===== src/logic/temp_adc_pkg.sv =====
// Constants shared by the converter control block and its approximation engine.
// Assumes nothing beyond a SystemVerilog compiler.
package temp_adc_pkg;
  localparam int          ADC_BITS        = 10;
  localparam int          CTRL_BITS       = 8;
  localparam int          ADDR_BITS       = 3;
  localparam int          ADDR_ZERO_HI    = 7;
  localparam int          ADDR_ZERO_LO    = 3;
  localparam int          THR_CMP_LSB     = 2;
  localparam int          STEP_CYCLES_DEF = 4;
  localparam logic [7:0]  THR_RESET       = 8'h99;
  localparam logic [2:0]  ADDR_RESET      = 3'h0;
  localparam logic [2:0]  CH_TEMP         = 3'h0;
  localparam logic [2:0]  CH_IN1          = 3'h1;
  localparam logic [2:0]  CH_IN4          = 3'h4;
  localparam logic [2:0]  CH_REF          = 3'h7;
  localparam int          MUX_TEMP        = 0;
  localparam int          MUX_REF         = 5;
  localparam int          MUX_WIDTH       = 6;
  localparam int          SY_CONV         = 0;
  localparam int          SY_SCLK         = 1;
  localparam int          SY_RDWR         = 2;
  localparam int          SY_CS           = 3;
  localparam int          SY_SDI          = 4;
  localparam int          SY_WIDTH        = 5;
endpackage


===== src/logic/sar_engine.sv =====
// Successive-approximation sequencer driving the capacitor DAC code.
// Assumes the comparator output is produced on mclk and needs no synchroniser.
`timescale 1ns/10ps
`default_nettype none
module sar_engine
  import temp_adc_pkg::*;
#(
  parameter int BITS        = ADC_BITS,
  parameter int STEP_CYCLES = STEP_CYCLES_DEF
) (
  // Clock and reset
  input  wire logic            mclk,
  input  wire logic            nrst,
  input  wire logic            clk_en,
  // Control
  input  wire logic            start,
  input  wire logic            comp_hi,
  // Results
  output logic [BITS-1:0]      dac_code,
  output logic [BITS-1:0]      result,
  output logic                 done
);
  localparam int IW = $clog2(BITS);
  localparam int CW = $clog2(STEP_CYCLES + 1);

  typedef struct packed {
    logic            active;
    logic [IW-1:0]   idx;
    logic [CW-1:0]   cnt;
    logic [BITS-1:0] code;
    logic [BITS-1:0] result;
    logic            done;
  } sar_t;

  sar_t st;
  sar_t next_st;

  always_comb begin
    next_st      = st;
    next_st.done = 1'b0;
    if (start) begin
      next_st.active         = 1'b1;
      next_st.idx            = IW'(BITS - 1);
      next_st.cnt            = '0;
      next_st.code           = '0;
      next_st.code[BITS-1]   = 1'b1;
    end else if (st.active) begin
      if (st.cnt == CW'(STEP_CYCLES - 1)) begin
        next_st.cnt = '0;
        // A trial bit stays only if the held input is not below the DAC level.
        if (!comp_hi) begin
          next_st.code[st.idx] = 1'b0;
        end
        if (st.idx == '0) begin
          next_st.active = 1'b0;
          next_st.done   = 1'b1;
          next_st.result = next_st.code;
        end else begin
          next_st.idx                = st.idx - 1'b1;
          next_st.code[st.idx - 1'b1] = 1'b1;
        end
      end else begin
        next_st.cnt = st.cnt + 1'b1;
      end
    end
  end

  always_ff @(posedge mclk or negedge nrst) begin
    if (!nrst) begin
      st <= '0;
    end else if (clk_en) begin
      st <= next_st;
    end
  end

  assign dac_code = st.code;
  assign result   = st.result;
  assign done     = st.done;
endmodule // sar_engine
`default_nettype wire


===== src/logic/temp_adc_serial_control.sv =====
// Digital control of a 10-bit converter with temperature channel and serial port.
// Assumes all pin inputs are asynchronous to mclk and a comparator clocked on mclk.
// Operation
// - Falling start edge begins 10-bit conversion
// - Hold during conversion, track again afterwards
// - Start low at conversion end powers down
// - Temperature result above threshold pulls alarm low
// - Rising read/write select releases alarm high
// - Output floats on select fall or CS rise
// - Out on falling clock, in on rising
// - Convert the channel held in address register
// - Shared pin driven by device only during reads
// - Four-channel part uses separate data pins
// - Serial port responds only with CS low
// - Busy high for whole conversion
// - Upper five zero loads address, else threshold
// - Decode temperature, inputs one-four, bandgap reference
`timescale 1ns/10ps
`default_nettype none
module temp_adc_serial_control
  import temp_adc_pkg::*;
#(
  parameter bit FOUR_CH     = 1'b1,
  parameter int STEP_CYCLES = STEP_CYCLES_DEF
) (
  // Clock and reset
  input  wire logic                 mclk,
  input  wire logic                 nrst,
  input  wire logic                 clk_en,
  // Conversion pins
  input  wire logic                 conversion_start_n,
  output logic                      busy,
  output logic                      over_temp_alarm_n,
  output logic                      power_down,
  // Serial port pins
  input  wire logic                 sclk,
  input  wire logic                 rd_wr,
  input  wire logic                 cs_n,
  input  wire logic                 sdi,
  output logic                      sdo,
  output logic                      sdo_oe,
  // Analog front end
  input  wire logic                 comp_hi,
  output logic                      sample_hold,
  output logic [MUX_WIDTH-1:0]      analog_inputs,
  output logic [ADC_BITS-1:0]       dac_code
);
  typedef struct packed {
    logic [SY_WIDTH-1:0]  s1;
    logic [SY_WIDTH-1:0]  s2;
    logic [SY_WIDTH-1:0]  s3;
    logic                 start;
    logic                 busy;
    logic                 hold;
    logic                 pdown;
    logic                 alarm_n;
    logic [ADDR_BITS-1:0] addr;
    logic [CTRL_BITS-1:0] thr;
    logic [ADDR_BITS-1:0] conv_ch;
    logic [MUX_WIDTH-1:0] mux;
    logic [ADC_BITS-1:0]  rd_sh;
    logic                 sdo;
    logic                 sdo_oe;
    logic [CTRL_BITS-1:0] wr_sh;
    logic [2:0]           wr_cnt;
  } ctl_t;

  ctl_t st;
  ctl_t next_st;
  logic                done;
  logic [ADC_BITS-1:0] result;

  function automatic logic fell(input logic prev, input logic cur);
    return prev & ~cur;
  endfunction

  function automatic logic [MUX_WIDTH-1:0] decode_ch(input logic [ADDR_BITS-1:0] a);
    logic [MUX_WIDTH-1:0] m;
    m = '0;
    if (a == CH_TEMP) begin
      m[MUX_TEMP] = 1'b1;
    end else if (a >= CH_IN1 && a <= CH_IN4) begin
      m[a] = 1'b1;
    end else if (a == CH_REF) begin
      m[MUX_REF] = 1'b1;
    end
    return m;
  endfunction

  logic cs_act;
  logic rw_rise;
  logic rw_fall;
  logic cs_rise;
  logic conv_fall;
  logic sclk_rise;
  logic sclk_fall;
  logic byte_done;
  logic over_thr;

  // Single-input variants have no chip select, so their port is always selected.
  assign cs_act    = FOUR_CH ? ~st.s2[SY_CS] : 1'b1;
  assign rw_rise   = fell(st.s2[SY_RDWR], st.s3[SY_RDWR]) & cs_act;
  assign rw_fall   = fell(st.s3[SY_RDWR], st.s2[SY_RDWR]);
  assign cs_rise   = FOUR_CH & fell(st.s2[SY_CS], st.s3[SY_CS]);
  assign conv_fall = fell(st.s3[SY_CONV], st.s2[SY_CONV]);
  assign sclk_rise = fell(st.s2[SY_SCLK], st.s3[SY_SCLK]);
  assign sclk_fall = fell(st.s3[SY_SCLK], st.s2[SY_SCLK]);
  assign byte_done = cs_act & ~st.s2[SY_RDWR] & sclk_rise & (st.wr_cnt == 3'h7);
  assign over_thr  = result[ADC_BITS-1:THR_CMP_LSB] > st.thr;

  always_comb begin
    next_st       = st;
    next_st.s1    = {sdi, cs_n, rd_wr, sclk, conversion_start_n};
    next_st.s2    = st.s1;
    next_st.s3    = st.s2;
    next_st.start = 1'b0;
    if (fell(st.s2[SY_CONV], st.s3[SY_CONV])) begin
      next_st.pdown = 1'b0;
    end
    if (conv_fall && !st.busy) begin
      next_st.start   = 1'b1;
      next_st.busy    = 1'b1;
      next_st.hold    = 1'b1;
      next_st.pdown   = 1'b0;
      next_st.conv_ch = st.addr;
      next_st.mux     = decode_ch(st.addr);
    end
    // The alarm release comes first so that a result landing the same cycle wins.
    if (rw_rise) begin
      next_st.alarm_n = 1'b1;
    end
    if (done) begin
      next_st.busy = 1'b0;
      next_st.hold = 1'b0;
      if (!st.s2[SY_CONV]) begin
        next_st.pdown = 1'b1;
      end
      if (st.conv_ch == CH_TEMP) begin
        next_st.alarm_n = ~over_thr;
      end
    end
    if (rw_rise) begin
      next_st.rd_sh  = result;
      next_st.sdo    = result[ADC_BITS-1];
      next_st.sdo_oe = 1'b1;
    end else if (st.sdo_oe && sclk_fall) begin
      next_st.rd_sh = {st.rd_sh[ADC_BITS-2:0], 1'b0};
      next_st.sdo   = st.rd_sh[ADC_BITS-2];
    end
    if (rw_fall || cs_rise) begin
      next_st.sdo_oe = 1'b0;
    end
    if (rw_rise || cs_rise) begin
      next_st.wr_cnt = '0;
    end else if (cs_act && !st.s2[SY_RDWR] && sclk_rise) begin
      next_st.wr_sh  = {st.wr_sh[CTRL_BITS-2:0], st.s2[SY_SDI]};
      next_st.wr_cnt = st.wr_cnt + 3'h1;
      if (byte_done) begin
        if (next_st.wr_sh[ADDR_ZERO_HI:ADDR_ZERO_LO] == '0) begin
          next_st.addr = next_st.wr_sh[ADDR_BITS-1:0];
        end else begin
          next_st.thr = next_st.wr_sh;
        end
      end
    end
  end

  always_ff @(posedge mclk or negedge nrst) begin
    if (!nrst) begin
      st         <= '0;
      st.s1      <= '1;
      st.s2      <= '1;
      st.s3      <= '1;
      st.alarm_n <= 1'b1;
      st.addr    <= ADDR_RESET;
      st.thr     <= THR_RESET;
    end else if (clk_en) begin
      st <= next_st;
    end
  end

  sar_engine #(
    .BITS        (ADC_BITS),
    .STEP_CYCLES (STEP_CYCLES)
  ) u_sar (
    .mclk     (mclk),
    .nrst     (nrst),
    .clk_en   (clk_en),
    .start    (st.start),
    .comp_hi  (comp_hi),
    .dac_code (dac_code),
    .result   (result),
    .done     (done)
  );

  assign busy              = st.busy;
  assign over_temp_alarm_n = st.alarm_n;
  assign power_down        = st.pdown;
  assign sdo               = st.sdo;
  assign sdo_oe            = st.sdo_oe;
  assign sample_hold       = st.hold;
  assign analog_inputs     = st.mux;
endmodule // temp_adc_serial_control
`default_nettype wire


===== config.mk =====
export PLATFORM = sky130hd
export DESIGN_NAME = temp_adc_serial_control
export DESIGN_NICKNAME = d
export VERILOG_FILES = /design/src/logic/temp_adc_pkg.sv /design/src/logic/sar_engine.sv /design/src/logic/temp_adc_serial_control.sv
export SDC_FILE = /design/constraint.sdc
export NUM_CORES = 1
export LEC_CHECK = 0
export BUFFER_PORTS_ARGS = -buffer_cell sky130_fd_sc_hd__buf_2
export CORE_ASPECT_RATIO = 1.5
export CORE_MARGIN = 2
export CORE_UTILIZATION = 55
export CTS_BUF_LIST = sky130_fd_sc_hd__clkbuf_16
export CTS_CLUSTER_DIAMETER = 40
export DETAILED_ROUTE_END_ITERATION = 10
export PLACE_DENSITY = 0.74
export SLEW_MARGIN = 20
export SYNTH_ARGS = -nofsm -noshare
export SYNTH_HDL_FRONTEND = slang
export SYNTH_HIERARCHICAL = 1
export SYNTH_SLANG_ARGS = --single-unit

===== constraint.sdc =====
create_clock -name mclk -period 4.2 [get_ports mclk]
set_input_delay 0.42 -clock mclk [delete_from_list [all_inputs] [get_ports mclk]]
set_output_delay 0.42 -clock mclk [all_outputs]
set_load 0.01 [all_outputs]

==> results by group, run 1 <==
Detailed routing
  • Via-per-instance ratio: 5.74
  • Detailed-router iteration count before antenna repair: 5
  • Initial DRC count: 212
  • Average routed wire per standard cell: 15.9 µm
  • Total number of vias: 2966
  • ANT nets after route: 0
  • Detailed Route WL: 8210 µm
  • Number of remaining DRC errors: 0

Setup path
  • Maximum fanout along the worst path: 21
  • Count of cells along the worst register-to-register path: 5
  • R2R Setup Slk: 1680 ps
  • Worst R2R Start: u_sar/st[24]
  • Startpoint-to-endpoint class of the critical path: reg -> reg
  • Required time of the worst setup path: 4430 ps
  • Crit. End Element: register
  • Crit Reg-Reg Endpoint: u_sar/result[1]
  • Startpoint class of the critical path: register
  • Worst path arrival time: 2750 ps

Timing
  • Share of the clock period used by the worst path: 60.0%
  • Slew of the pin with the lowest slew margin: 759 ps
  • Achievable Freq: 397 MHz
  • Setup repair after global routing missed its margin: no
  • Max-slew headroom: 49.3%
  • Count of final max-slew check failures: 0
  • Sum of negative setup slack: 0 ps
  • Final hold vios: 0
  • Final setup viols: 0
  • Final clock skew: 7.84 ps
  • Minimum period implied by the final worst setup slack: 2520 ps

Min path
  • Worst hold path class: in -> async

Synth
  • Number of cells produced by synthesis: 411
  • Most used flip-flop cell after synthesis: dfrtp_1
  • Number of unique standard cell types used by synthesis: 59
  • Post-synthesis instance area: 4470 µm²
  • Total of warnings raised by yosys: 6
  • Area share of the largest cell type after synthesis: 38.6%
  • Top cells by area, synth: dfrtp_1 (39%), dfstp_2 (11%), mux2_2 (7.1%), buf_4 (4.9%), ha_1 (4.8%)
  • Leading area contributor after synthesis: dfrtp_1
  • Synthesized flop and latch total: 88
  • Share of synthesized area occupied by flip-flops and latches: 49.8%
  • Post-synth EDFFs: 0
  • Net count of the mapped netlist: 437
  • Async S/R FF share, synth: 100%
  • Avg Inst Size Synth: 10.9 µm²

Floorplan
  • Area of the placeable core: 7960 µm²
  • Die outline width: 77.6 µm
  • Num ports: 31
  • Initial cell density of the core: 56.2%
  • Number of rows in the core area: 40
  • Floorplan die area: 8880 µm²
  • Die Span Y: 114 µm

Final layout
  • Fraction of layout instances using a drive strength above 1: 27.4%
  • Area added between synthesis and finish: 6.07%
  • Utilization of the core after routing: 59.6%
  • Commonest cells after routing, fill and taps aside: dfrtp_1 (69), nand2_1 (35), o21ai_0 (31), buf_2 (29), mux2_2 (28)
  • Final cell count without fillers: 517
  • ANT cells: 0
  • Most common library cell in the layout ignoring fill and taps: dfrtp_1
  • Number of nets in the finished design: 433

CTS
  • Cells resized by post-CTS repair: 0
  • Clock slew at the register clock pins of the worst setup and hold paths: 60 ps
  • Clock Sinks: 88
  • CTS tree: done
  • Post-CTS Setup Inserts: 0
  • Insertion delay of the later-clocked pin in the worst-skew pair: 340 ps
  • H-Tree Depth: 3
  • Longest Clk Path Bufs: 2
  • Cell at the root of the clock tree: clkbuf_16
  • Clock buffers created by TritonCTS: 9
  • Count of hold buffers inserted by post-cts repair: 0

Global route
  • Aggregate global-route resource usage: 20.7%
  • Maximum number of pins on one net before global-route repair: 58
  • First-pass GRT wire length: 14200 µm
  • Aggregate global routing overflow: 0
  • Number of antenna violations at the first check in global routing: 0
  • Number of global-route vias before repair: 3020

Place
  • Post-DP HPWL: 5800 µm
  • Port Buffers: 30
  • Placed instance count: 501
  • Final weighted congestion in routability-driven placement: 0.915

Power
  • Share of total power consumed by net switching: 32.0%
  • Post-layout power: 2.37 mW
  • Clock share of power: 30.1%
  • Static Leak: 2.15 nW
  • Internal power consumption: 1.61 mW
  • Psw: 0.760 mW
  • Share of power burned in registers: 47.7%
  • Combinational share of power: 22.2%
  • Power Dens Cells: 501 nW/µm²
  • IR Drop Worst-Case VDD: 0.302 mV

Status
  • Result of the run: completed

Flow run
  • Max-Cap Viols: 0
-- critical path, stage by stage, from the launching register on --
cell	delay, ps
dfrtp_1	460
inv_1	190
ha_1	430
nor3b_1	310
nand3_1	580
o31ai_1	440
-- logic make-up (layout without fill, tap and decap cells) --
logic type | Yosys count | in the layout | share of synthesized area [%]
muxes | 40 | 40 | 10.1
AOI/OAI and AO/OA | 99 | 99 | 14.3
and+or+nand+nor | 97 | 97 | 12.2
adders and majority gates | 17 | 17 | 4.76
DFF | 88 | 88 | 49.8
buffers and inverters | 70 | 71 | 8.87
-- registers in the layout (all words and copies together) (netlist names), 6 cells and up --
register,flops
st,38
u_sar/result,10
next_st,10
analog_inputs,6
u_sar/st,8
u_sar/dac_code,10
-- layer usage --
layer / vias to the layer above / routed length (µm) / track usage, %
met5: - / 0 / 0
met4: 0 / 284 / 12.7
met2: 72 / 4250 / 34.9
li1: 1433 / - / -
met1: 1439 / 3400 / 24.2
met3: 22 / 276 / 3.94
-- how the worst max path moves through the flow --
| stage | startpoint | endpoint | cells after the start |
|---|---|---|---|
| 2_1_floorplan | clk_en | st[33] | 6 |
| 3_5_place_dp | u_sar/st[24] | u_sar/result[1] | 5 |
| 5_1_grt | u_sar/st[24] | u_sar/result[1] | 5 |
| 3_3_place_gp | u_sar/st[24] | u_sar/result[1] | 5 |
| 4_1_cts | u_sar/st[24] | u_sar/result[1] | 5 |
| 6_report | u_sar/st[24] | u_sar/result[1] | 5 |
-- cells in the mapped netlist (2+ instances only) --
cell type	instances
nor3b_1	5
clkbuf_1	10
o21a_1	2
a31oi_1	3
o31ai_1	4
nor4b_1	2
mux2i_1	9
o211ai_1	4
a21o_1	3
nor2_1	9
o21ai_1	15
nand3b_1	2
and3b_1	3
a22o_1	11
a21oi_1	9
buf_4	29
nand3_1	10
o31ai_2	2
nor3_1	4
dfstp_2	19
dfrtp_1	69
o21ai_0	31
nand4_1	4
mux2_2	28
buf_2	8
nand2b_1	9
mux2_4	3
ha_1	17
buf_6	2
nand2_1	35
inv_1	21
o41ai_1	2
-- per-stage QoR --
step / hold WS [ps] / worst slack, ps / cell area [µm²]
2_1_floorplan: 124 / 2360 / 4470
3_3_place_gp: 455 / 1910 / 4470
3_5_place_dp: 467 / 1730 / 4470
4_1_cts: 155 / 1700 / 4740
5_1_grt: 179 / 1400 / 4740
6_report: 115 / 1680 / 4740
-- power by group through the flow --
stage                     sequential [mW]  combinational, mW  clock (mW)
after floorplan                      1.08              0.474           0
after detailed placement             1.14              0.523           0
final                                1.13              0.527       0.714
after global routing                 1.15              0.592       0.767
after CTS                            1.13              0.530       0.729
after global placement               1.13              0.511           0
-- area by class of cell --
| class | count | area, µm² |
|---|---|---|
| Clock inverter | 7 | 41.3 |
| Tap cell | 105 | 131 |
| Clock buffer | 9 | 225 |
| Multi-Input combinational cell | 253 | 1860 |
| Fill cell | 644 | 3220 |
| Sequential cell | 88 | 2230 |
| Inverter | 21 | 78.8 |
| Timing Repair Buffer | 34 | 183 |
Note: power is estimated with default switching activity, not from simulation.
==> run 2, diff against run 1 <==
==> constraint.sdc (replaced) <==
create_clock -name mclk -period 2.6 [get_ports mclk]
set_input_delay 0.26 -clock mclk [delete_from_list [all_inputs] [get_ports mclk]]
set_output_delay 0.26 -clock mclk [all_outputs]
set_load 0.01 [all_outputs]
==> run 2 against run 1 <==
Effect of this change:
- clock-buffer cell count unchanged
- design area up 1.8%
- combinational power up 61%
- sequential share of layout area down 0.82 points
- setup slack worse by 1200 ps
- clock power up 89%
- non-clock buffer count up 3
- sequential power up 61%
- first-iteration DRC count down 24%
- critical path type unchanged
- critical endpoint is now u_sar/result[6]
==> results by group, run 2 (synthesized netlist as in run 1, its figures left out) <==
CTS
  • Cell at the root of the clock tree: clkbuf_16
  • Insertion delay of the later-clocked pin in the worst-skew pair: 340 ps (about the same)
  • Clock buffers created by TritonCTS: 9 (unchanged)
  • CTS tree: done
  • Clock slew at the register clock pins of the worst setup and hold paths: 60 ps (about the same)
  • Clock Sinks: 88 (unchanged)
  • H-Tree Depth: 3 (unchanged)
  • Post-CTS Setup Inserts: 0 (unchanged)
  • Longest Clk Path Bufs: 2 (unchanged)

Global route
  • First-pass GRT wire length: 13900 µm (-2.5%)
  • Maximum number of pins on one net before global-route repair: 56 (-3.4%)
  • Number of global-route vias before repair: 2942 (-2.6%)
  • Aggregate global routing overflow: 0 (unchanged)
  • Aggregate global-route resource usage: 19.9% (-0.73 points)
  • Number of antenna violations at the first check in global routing: 0 (unchanged)

Power
  • Combinational share of power: 21.2% (-1.0 points)
  • Power Dens Cells: 832 nW/µm² (+66%)
  • Clock share of power: 33.6% (+3.5 points)
  • Psw: 1.21 mW (+59%)
  • Internal power consumption: 2.81 mW (+74%)
  • Share of total power consumed by net switching: 30.1% (-1.9 points)
  • Static Leak: 2.19 nW (+1.9%)
  • Share of power burned in registers: 45.3% (-2.4 points)
  • IR Drop Worst-Case VDD: 0.551 mV (+83%)

Timing
  • Share of the clock period used by the worst path: 80.5% (+21 points)
  • Sum of negative setup slack: 0 ps (unchanged)
  • Slew of the pin with the lowest slew margin: 610 ps (-149 ps)
  • Achievable Freq: 478 MHz (+20%)
  • Final setup viols: 0 (unchanged)
  • Final hold vios: 0 (unchanged)
  • Max-slew headroom: 59.3% (+10 points)
  • Minimum period implied by the final worst setup slack: 2090 ps (-427 ps)
  • Final clock skew: 6.85 ps (-0.993 ps)
  • Setup repair after global routing missed its margin: no
  • Count of final max-slew check failures: 0 (unchanged)

Min path
  • Worst hold path class: in -> reg
  • Worst hold path stage count: 2
  • Hold_sp: sdi
  • Hold worst-path end: next_st[57]

Final layout
  • Max FFs per register: 38 (unchanged)
  • Number of nets in the finished design: 436 (+0.69%)
  • Top reg by flops: st
  • Most common library cell in the layout ignoring fill and taps: dfrtp_1
  • Fraction of layout instances using a drive strength above 1: 27.5% (+0.043 points)
  • Utilization of the core after routing: 60.6% (+1.1 points)
  • Commonest cells after routing, fill and taps aside: dfrtp_1 (69), nand2_1 (35), o21ai_0 (31), buf_2 (29), mux2_2 (28)
  • ANT cells: 0 (unchanged)
  • Area added between synthesis and finish: 7.95%

Setup path
  • Startpoint class of the critical path: register
  • Crit. End Element: register
  • Count of cells along the worst register-to-register path: 6 (+1)
  • Required time of the worst setup path: 2840 ps (-1590 ps)
  • R2R Setup Slk: 510 ps (-1170 ps)
  • Maximum fanout along the worst path: 21 (unchanged)
  • Worst path arrival time: 2340 ps (-410 ps)
  • Worst R2R Start: u_sar/st[24]
  • Source of the critical timing path: u_sar/st[24]
  • Crit Reg-Reg Endpoint: u_sar/result[6]
  • Startpoint-to-endpoint class of the critical path: reg -> reg

Detailed routing
  • Number of remaining DRC errors: 0 (unchanged)
  • Detailed Route WL: 7970 µm (-3.0%)
  • Detailed-router iteration count before antenna repair: 4 (-1)
  • ANT nets after route: 0 (unchanged)
  • Total number of vias: 2928 (-1.3%)
  • Via-per-instance ratio: 5.63 (-1.9%)
  • Average routed wire per standard cell: 15.3 µm (-3.5%)
  • Initial DRC count: 162 (-24%)

Place
  • Final weighted congestion in routability-driven placement: 0.875 (-4.4%)
  • Post-DP HPWL: 5730 µm (-1.3%)
  • Port Buffers: 30 (unchanged)

Floorplan
  • Die Span Y: 114 µm (unchanged)
  • Number of rows in the core area: 40 (unchanged)
  • Die outline width: 77.6 µm (unchanged)
  • Area of the placeable core: 7960 µm² (unchanged)
  • Initial cell density of the core: 56.2% (unchanged)
  • Floorplan die area: 8880 µm² (unchanged)
  • Num ports: 31 (unchanged)

Status
  • Result of the run: completed

Flow run
  • Max-Cap Viols: 0 (unchanged)
[run 2: cell count changes in the layout (fill, tap and decap cells not counted)]
| cell | before | now |
|---|---|---|
| bufinv_16 | 0 | 2 |
| clkinv_2 | 2 | 0 |
| buf_12 | 0 | 1 |
| buf_4 | 5 | 6 |
| clkinv_1 | 0 | 1 |
| clkinv_4 | 1 | 0 |
| clkinvlp_4 | 2 | 1 |
| dlygate4sd3_1 | 0 | 1 |
| inv_6 | 0 | 1 |
[run 2: layout make-up]
class,count,area (µm²)
fillers,637,3130
flip-flops and latches,88,2230
multi-input cells,253,1860
clock buffers,9,225
repair buffers,37,220
well taps,105,131
clock inverters,7,87.6
inverters,21,78.8
[run 2: through the flow]
step           total power [mW]  instance area, µm²  hold slack (ps)  cells  worst slack, ps
3_5_place_dp               2.69                4500              240    503              544
2_1_floorplan              2.51                4470            -35.6    411              858
4_1_cts                    4.05                4820              139    520              523
3_3_place_gp               2.66                4500              237    503              631
5_1_grt                    4.23                4830              154    520              392
6_report                   4.02                4830              149    520              506
[run 2: power by group through the flow]
stage	Sequential, mW	Clock, mW	Combinational [mW]
final	1.82	1.35	0.850
after global routing	1.86	1.42	0.950
after CTS	1.82	1.38	0.854
after detailed placement	1.84	0	0.848
after global placement	1.83	0	0.835
after floorplan	1.74	0	0.766
[run 2: worst max-delay path: stages (launching register included)]
cell,delay (ps)
dfrtp_1,460
inv_1,190
ha_1,440
nor3b_1,340
nand3_1,120
buf_4,220
o31ai_2,240
[run 2: repair_timing]
| action | CTS | global route |
|---|---|---|
| hold buffers | 1 | 0 |
| gates resized for setup | 0 | 0 |
| endpoints found under the hold margin | 19 | 0 |
[run 2: how the worst max path moves through the flow]
stage / end / slack (ps) / cells past startpoint
after global placement: u_sar/st[25] / 630 / 6
after CTS: u_sar/result[6] / 520 / 6
after detailed placement: u_sar/result[6] / 540 / 6
after floorplan: st[33] / 860 / 5
after global routing: u_sar/result[1] / 390 / 6
final: u_sar/result[6] / 510 / 6
[run 2: per-layer routing]
layer | routed length [µm] | up-vias | track usage [%] | part of all wire [%]
met3 | 249 | 19 | 3.86 | 3.1
li1 | - | 1421 | - | -
met2 | 4200 | 50 | 33.6 | 53
met5 | 0 | - | 0 | 0
met1 | 3290 | 1438 | 24.1 | 41
met4 | 235 | 0 | 10.6 | 2.9
==> run 3, diff against run 2 <==
--- a/config.mk
+++ b/config.mk
@@ -5,14 +5,15 @@
 export SDC_FILE = /design/constraint.sdc
 export NUM_CORES = 1
 export LEC_CHECK = 0
+export ABC_AREA = 1
 export BUFFER_PORTS_ARGS = -buffer_cell sky130_fd_sc_hd__buf_2
 export CORE_ASPECT_RATIO = 1.5
 export CORE_MARGIN = 2
-export CORE_UTILIZATION = 55
+export CORE_UTILIZATION = 54
 export CTS_BUF_LIST = sky130_fd_sc_hd__clkbuf_16
 export CTS_CLUSTER_DIAMETER = 40
 export DETAILED_ROUTE_END_ITERATION = 10
-export PLACE_DENSITY = 0.74
+export PLACE_DENSITY = 0.75
 export SLEW_MARGIN = 20
 export SYNTH_ARGS = -nofsm -noshare
 export SYNTH_HDL_FRONTEND = slang
==> constraint.sdc (replaced) <==
create_clock -name mclk -period 1.73 [get_ports mclk]
set_input_delay 0.173 -clock mclk [delete_from_list [all_inputs] [get_ports mclk]]
set_output_delay 0.173 -clock mclk [all_outputs]
set_load 0.01 [all_outputs]
==> run 3 against run 2 <==
Effect of this change:
- utilization is 0.71 points higher
- cell count up 24%
- sequential cell count unchanged
- sequential power up 59%
- maximum frequency up 30%
- setup slack got worse by 390 ps
- clock skew hardly changed
- die area increased by 1.4%
- register-to-register slack worse by 390 ps
- critical path depth is 1 higher
- sequential share of layout area is 0.80 points lower
- synthesized area decreased by 0.36%
==> results by group, run 3 <==
Floorplan
  • Initial cell density of the core: 55.6% (-0.55 points)
  • Number of rows in the core area: 40 (unchanged)
  • Num ports: 31 (unchanged)
  • Die outline width: 78.2 µm (+0.70%)
  • Floorplan die area: 9010 µm² (+1.4%)
  • Area of the placeable core: 8010 µm² (+0.63%)
  • Die Span Y: 115 µm (+0.71%)

CTS
  • CTS tree: done
  • H-Tree Depth: 3 (unchanged)
  • Insertion delay of the later-clocked pin in the worst-skew pair: 340 ps (about the same)
  • Clock Sinks: 88 (unchanged)
  • Cell at the root of the clock tree: clkbuf_16
  • Clock slew at the register clock pins of the worst setup and hold paths: 60 ps (about the same)
  • Clock buffers created by TritonCTS: 9 (unchanged)
  • Longest Clk Path Bufs: 2 (unchanged)

Detailed routing
  • ANT nets after route: 0 (unchanged)
  • Initial DRC count: 181 (+12%)
  • Average routed wire per standard cell: 13.5 µm (-12%)
  • Detailed-router iteration count before antenna repair: 6 (+2)
  • Total number of vias: 3370 (+15%)
  • Detailed Route WL: 8710 µm (+9.3%)
  • Number of remaining DRC errors: 0 (unchanged)
  • Via-per-instance ratio: 5.22 (-7.2%)

Timing
  • Minimum period implied by the final worst setup slack: 1610 ps (-483 ps)
  • Sum of negative setup slack: 0 ps (unchanged)
  • Max-slew headroom: 73.0% (+14 points)
  • Final hold vios: 0 (unchanged)
  • Setup repair after global routing missed its margin: no
  • Count of final max-slew check failures: 0 (unchanged)
  • Worst slack on hold paths: 26.0 ps (-123 ps)
  • Final clock skew: 6.52 ps (-0.332 ps)
  • Final setup viols: 0 (unchanged)
  • Achievable Freq: 621 MHz (+30%)
  • Share of the clock period used by the worst path: 93.1% (+13 points)
  • Slew of the pin with the lowest slew margin: 405 ps (-205 ps)

Final layout
  • Top reg by flops: st
  • Fillers: 712 (+12%)
  • Most common library cell in the layout ignoring fill and taps: nand2_1
  • Commonest cells after routing, fill and taps aside: nand2_1 (158), dfrtp_1 (68), inv_1 (58), o21ai_0 (47), buf_2 (29)
  • Final cell count without fillers: 645 (+24%)
  • Post-route cell area: 4910 µm² (+1.8%)
  • Fraction of layout instances using a drive strength above 1: 20.6% (-6.9 points)
  • ANT cells: 0 (unchanged)
  • Area added between synthesis and finish: 10.3%
  • Number of nets in the finished design: 561 (+29%)
  • Max FFs per register: 38 (unchanged)

Setup path
  • Worst path arrival time: 1840 ps (-500 ps)
  • Crit. End Element: register
  • Startpoint class of the critical path: register
  • Worst R2R Start: u_sar/st[25]
  • Count of cells along the worst register-to-register path: 7 (+1)
  • Crit Reg-Reg Endpoint: u_sar/dac_code[5]
  • Maximum fanout along the worst path: 5 (-76%)
  • Startpoint-to-endpoint class of the critical path: reg -> reg
  • Required time of the worst setup path: 1960 ps (-880 ps)
  • R2R Setup Slk: 120 ps (-390 ps)

Min path
  • Worst hold path class: in -> reg
  • Hold worst-path end: next_st[56]
  • Worst hold path stage count: 3 (+1)
  • Hold_sp: cs_n

Synth
  • Post-synthesis instance area: 4450 µm² (-0.36%)
  • Number of cells produced by synthesis: 520 (+27%)
  • Share of synthesized area occupied by flip-flops and latches: 50.0% (+0.18 points)
  • Async S/R FF share, synth: 100% (unchanged)
  • Leading area contributor after synthesis: dfrtp_1
  • Number of unique standard cell types used by synthesis: 33 (-44%)
  • Commonest cells post-synth: nand2_1 (158), dfrtp_1 (69), inv_1 (58), o21ai_0 (47), buf_4 (28)
  • Most used flip-flop cell after synthesis: dfrtp_1
  • Most numerous cell in the Yosys netlist: nand2_1
  • Total of warnings raised by yosys: 6 (unchanged)
  • Net count of the mapped netlist: 546 (+25%)
  • Synthesized flop and latch total: 88 (unchanged)
  • Avg Inst Size Synth: 8.57 µm² (-21%)
  • Post-synth EDFFs: 0 (unchanged)
  • Area share of the largest cell type after synthesis: 38.8% (+0.14 points)
  • Top cells by area, synth: dfrtp_1 (39%), nand2_1 (13%), dfstp_2 (11%), o21ai_0 (5.3%), inv_1 (4.9%)

Power
  • IR Drop Worst-Case VDD: 0.807 mV (+46%)
  • Power Dens Cells: 1440 nW/µm² (+73%)
  • Static Leak: 2.46 nW (+12%)

Place
  • Final weighted congestion in routability-driven placement: 0.936 (+6.9%)
  • Port Buffers: 30 (unchanged)
  • Placed instance count: 627 (+25%)
  • Cell area after placement: 4600 µm² (+2.1%)
  • Post-DP HPWL: 6460 µm (+13%)

Global route
  • Aggregate global-route resource usage: 21.5% (+1.6 points)
  • Maximum number of pins on one net before global-route repair: 32 (-43%)
  • Aggregate global routing overflow: 0 (unchanged)
  • First-pass GRT wire length: 15300 µm (+10%)
  • Number of antenna violations at the first check in global routing: 0 (unchanged)
  • Number of global-route vias before repair: 3332 (+13%)

Status
  • Result of the run: completed

Flow run
  • Max-Cap Viols: 0 (unchanged)
[run 3: layout make-up]
class / count / area [µm²] / share of cell area [%]
Clock buffer: 9 / 225 / 4.58
Clock inverter: 7 / 71.3 / 1.45
Inverter: 60 / 225 / 4.58
Multi-Input combinational cell: 332 / 1720 / 35.1
Sequential cell: 88 / 2230 / 45.3
Tap cell: 105 / 131 / 2.67
Timing Repair Buffer: 44 / 310 / 6.32
[run 3: repair_timing]
action / 4_1_cts / 5_1_grt
buffers inserted: 0 / 1
hold buffers: 1 / 0
resized for setup: 0 / 2
hold endpoints to repair: 24 / 0
setup endpoints to repair: 0 / 6
[run 3: metal layers]
| layer | GRT usage [%] | vias up | routed length [µm] |
|---|---|---|---|
| li1 | - | 1671 | - |
| met1 | 25.4 | 1624 | 3650 |
| met2 | 37.5 | 56 | 4610 |
| met3 | 3.77 | 19 | 192 |
| met4 | 11.2 | 0 | 254 |
| met5 | 0 | - | 0 |
[run 3: worst max path at each step]
| stage | from | endpoint | cells past startpoint |
|---|---|---|---|
| floorplan | u_sar/st[24] | u_sar/dac_code[6] | 9 |
| global placement | u_sar/st[25] | u_sar/dac_code[7] | 9 |
| detailed placement | u_sar/st[25] | u_sar/dac_code[7] | 9 |
| CTS | u_sar/st[25] | u_sar/dac_code[7] | 9 |
| global route | u_sar/st[25] | u_sar/dac_code[7] | 9 |
| finish | u_sar/st[25] | u_sar/dac_code[5] | 7 |
[run 3: kinds of logic after synthesis]
group,Yosys count,synth area share (%)
compound gates,98,13.7
simple gates,217,20.1
fa+ha+maj,17,4.78
buf+inv,100,11.4
flops,88,50.0
[run 3: power breakdown]
| group | switching (mW) | internal [mW] | leakage, nW |
|---|---|---|---|
| clock network | 0.813 | 1.12 | 0.139 |
| registers | 0.342 | 2.56 | 1.11 |
| logic | 1.41 | 0.843 | 1.22 |
[run 3: metrics by stage]
step                      power (mW)  setup WS (ps)  util, %
after floorplan                 4.63            180        -
after global placement          5.08            123     57.4
after detailed placement        5.16           57.5     57.4
after CTS                       7.11           42.0     61.2
after global routing            7.60           3.20     61.4
final                           7.08            119     61.4
[run 3: critical path: stages, from the launching register on]
cell,delay (ps)
dfrtp_2,440
inv_1,130
ha_1,250
nand2_1,170
o21ai_0,310
nand2_1,90
nand2_1,60
nand2_1,40
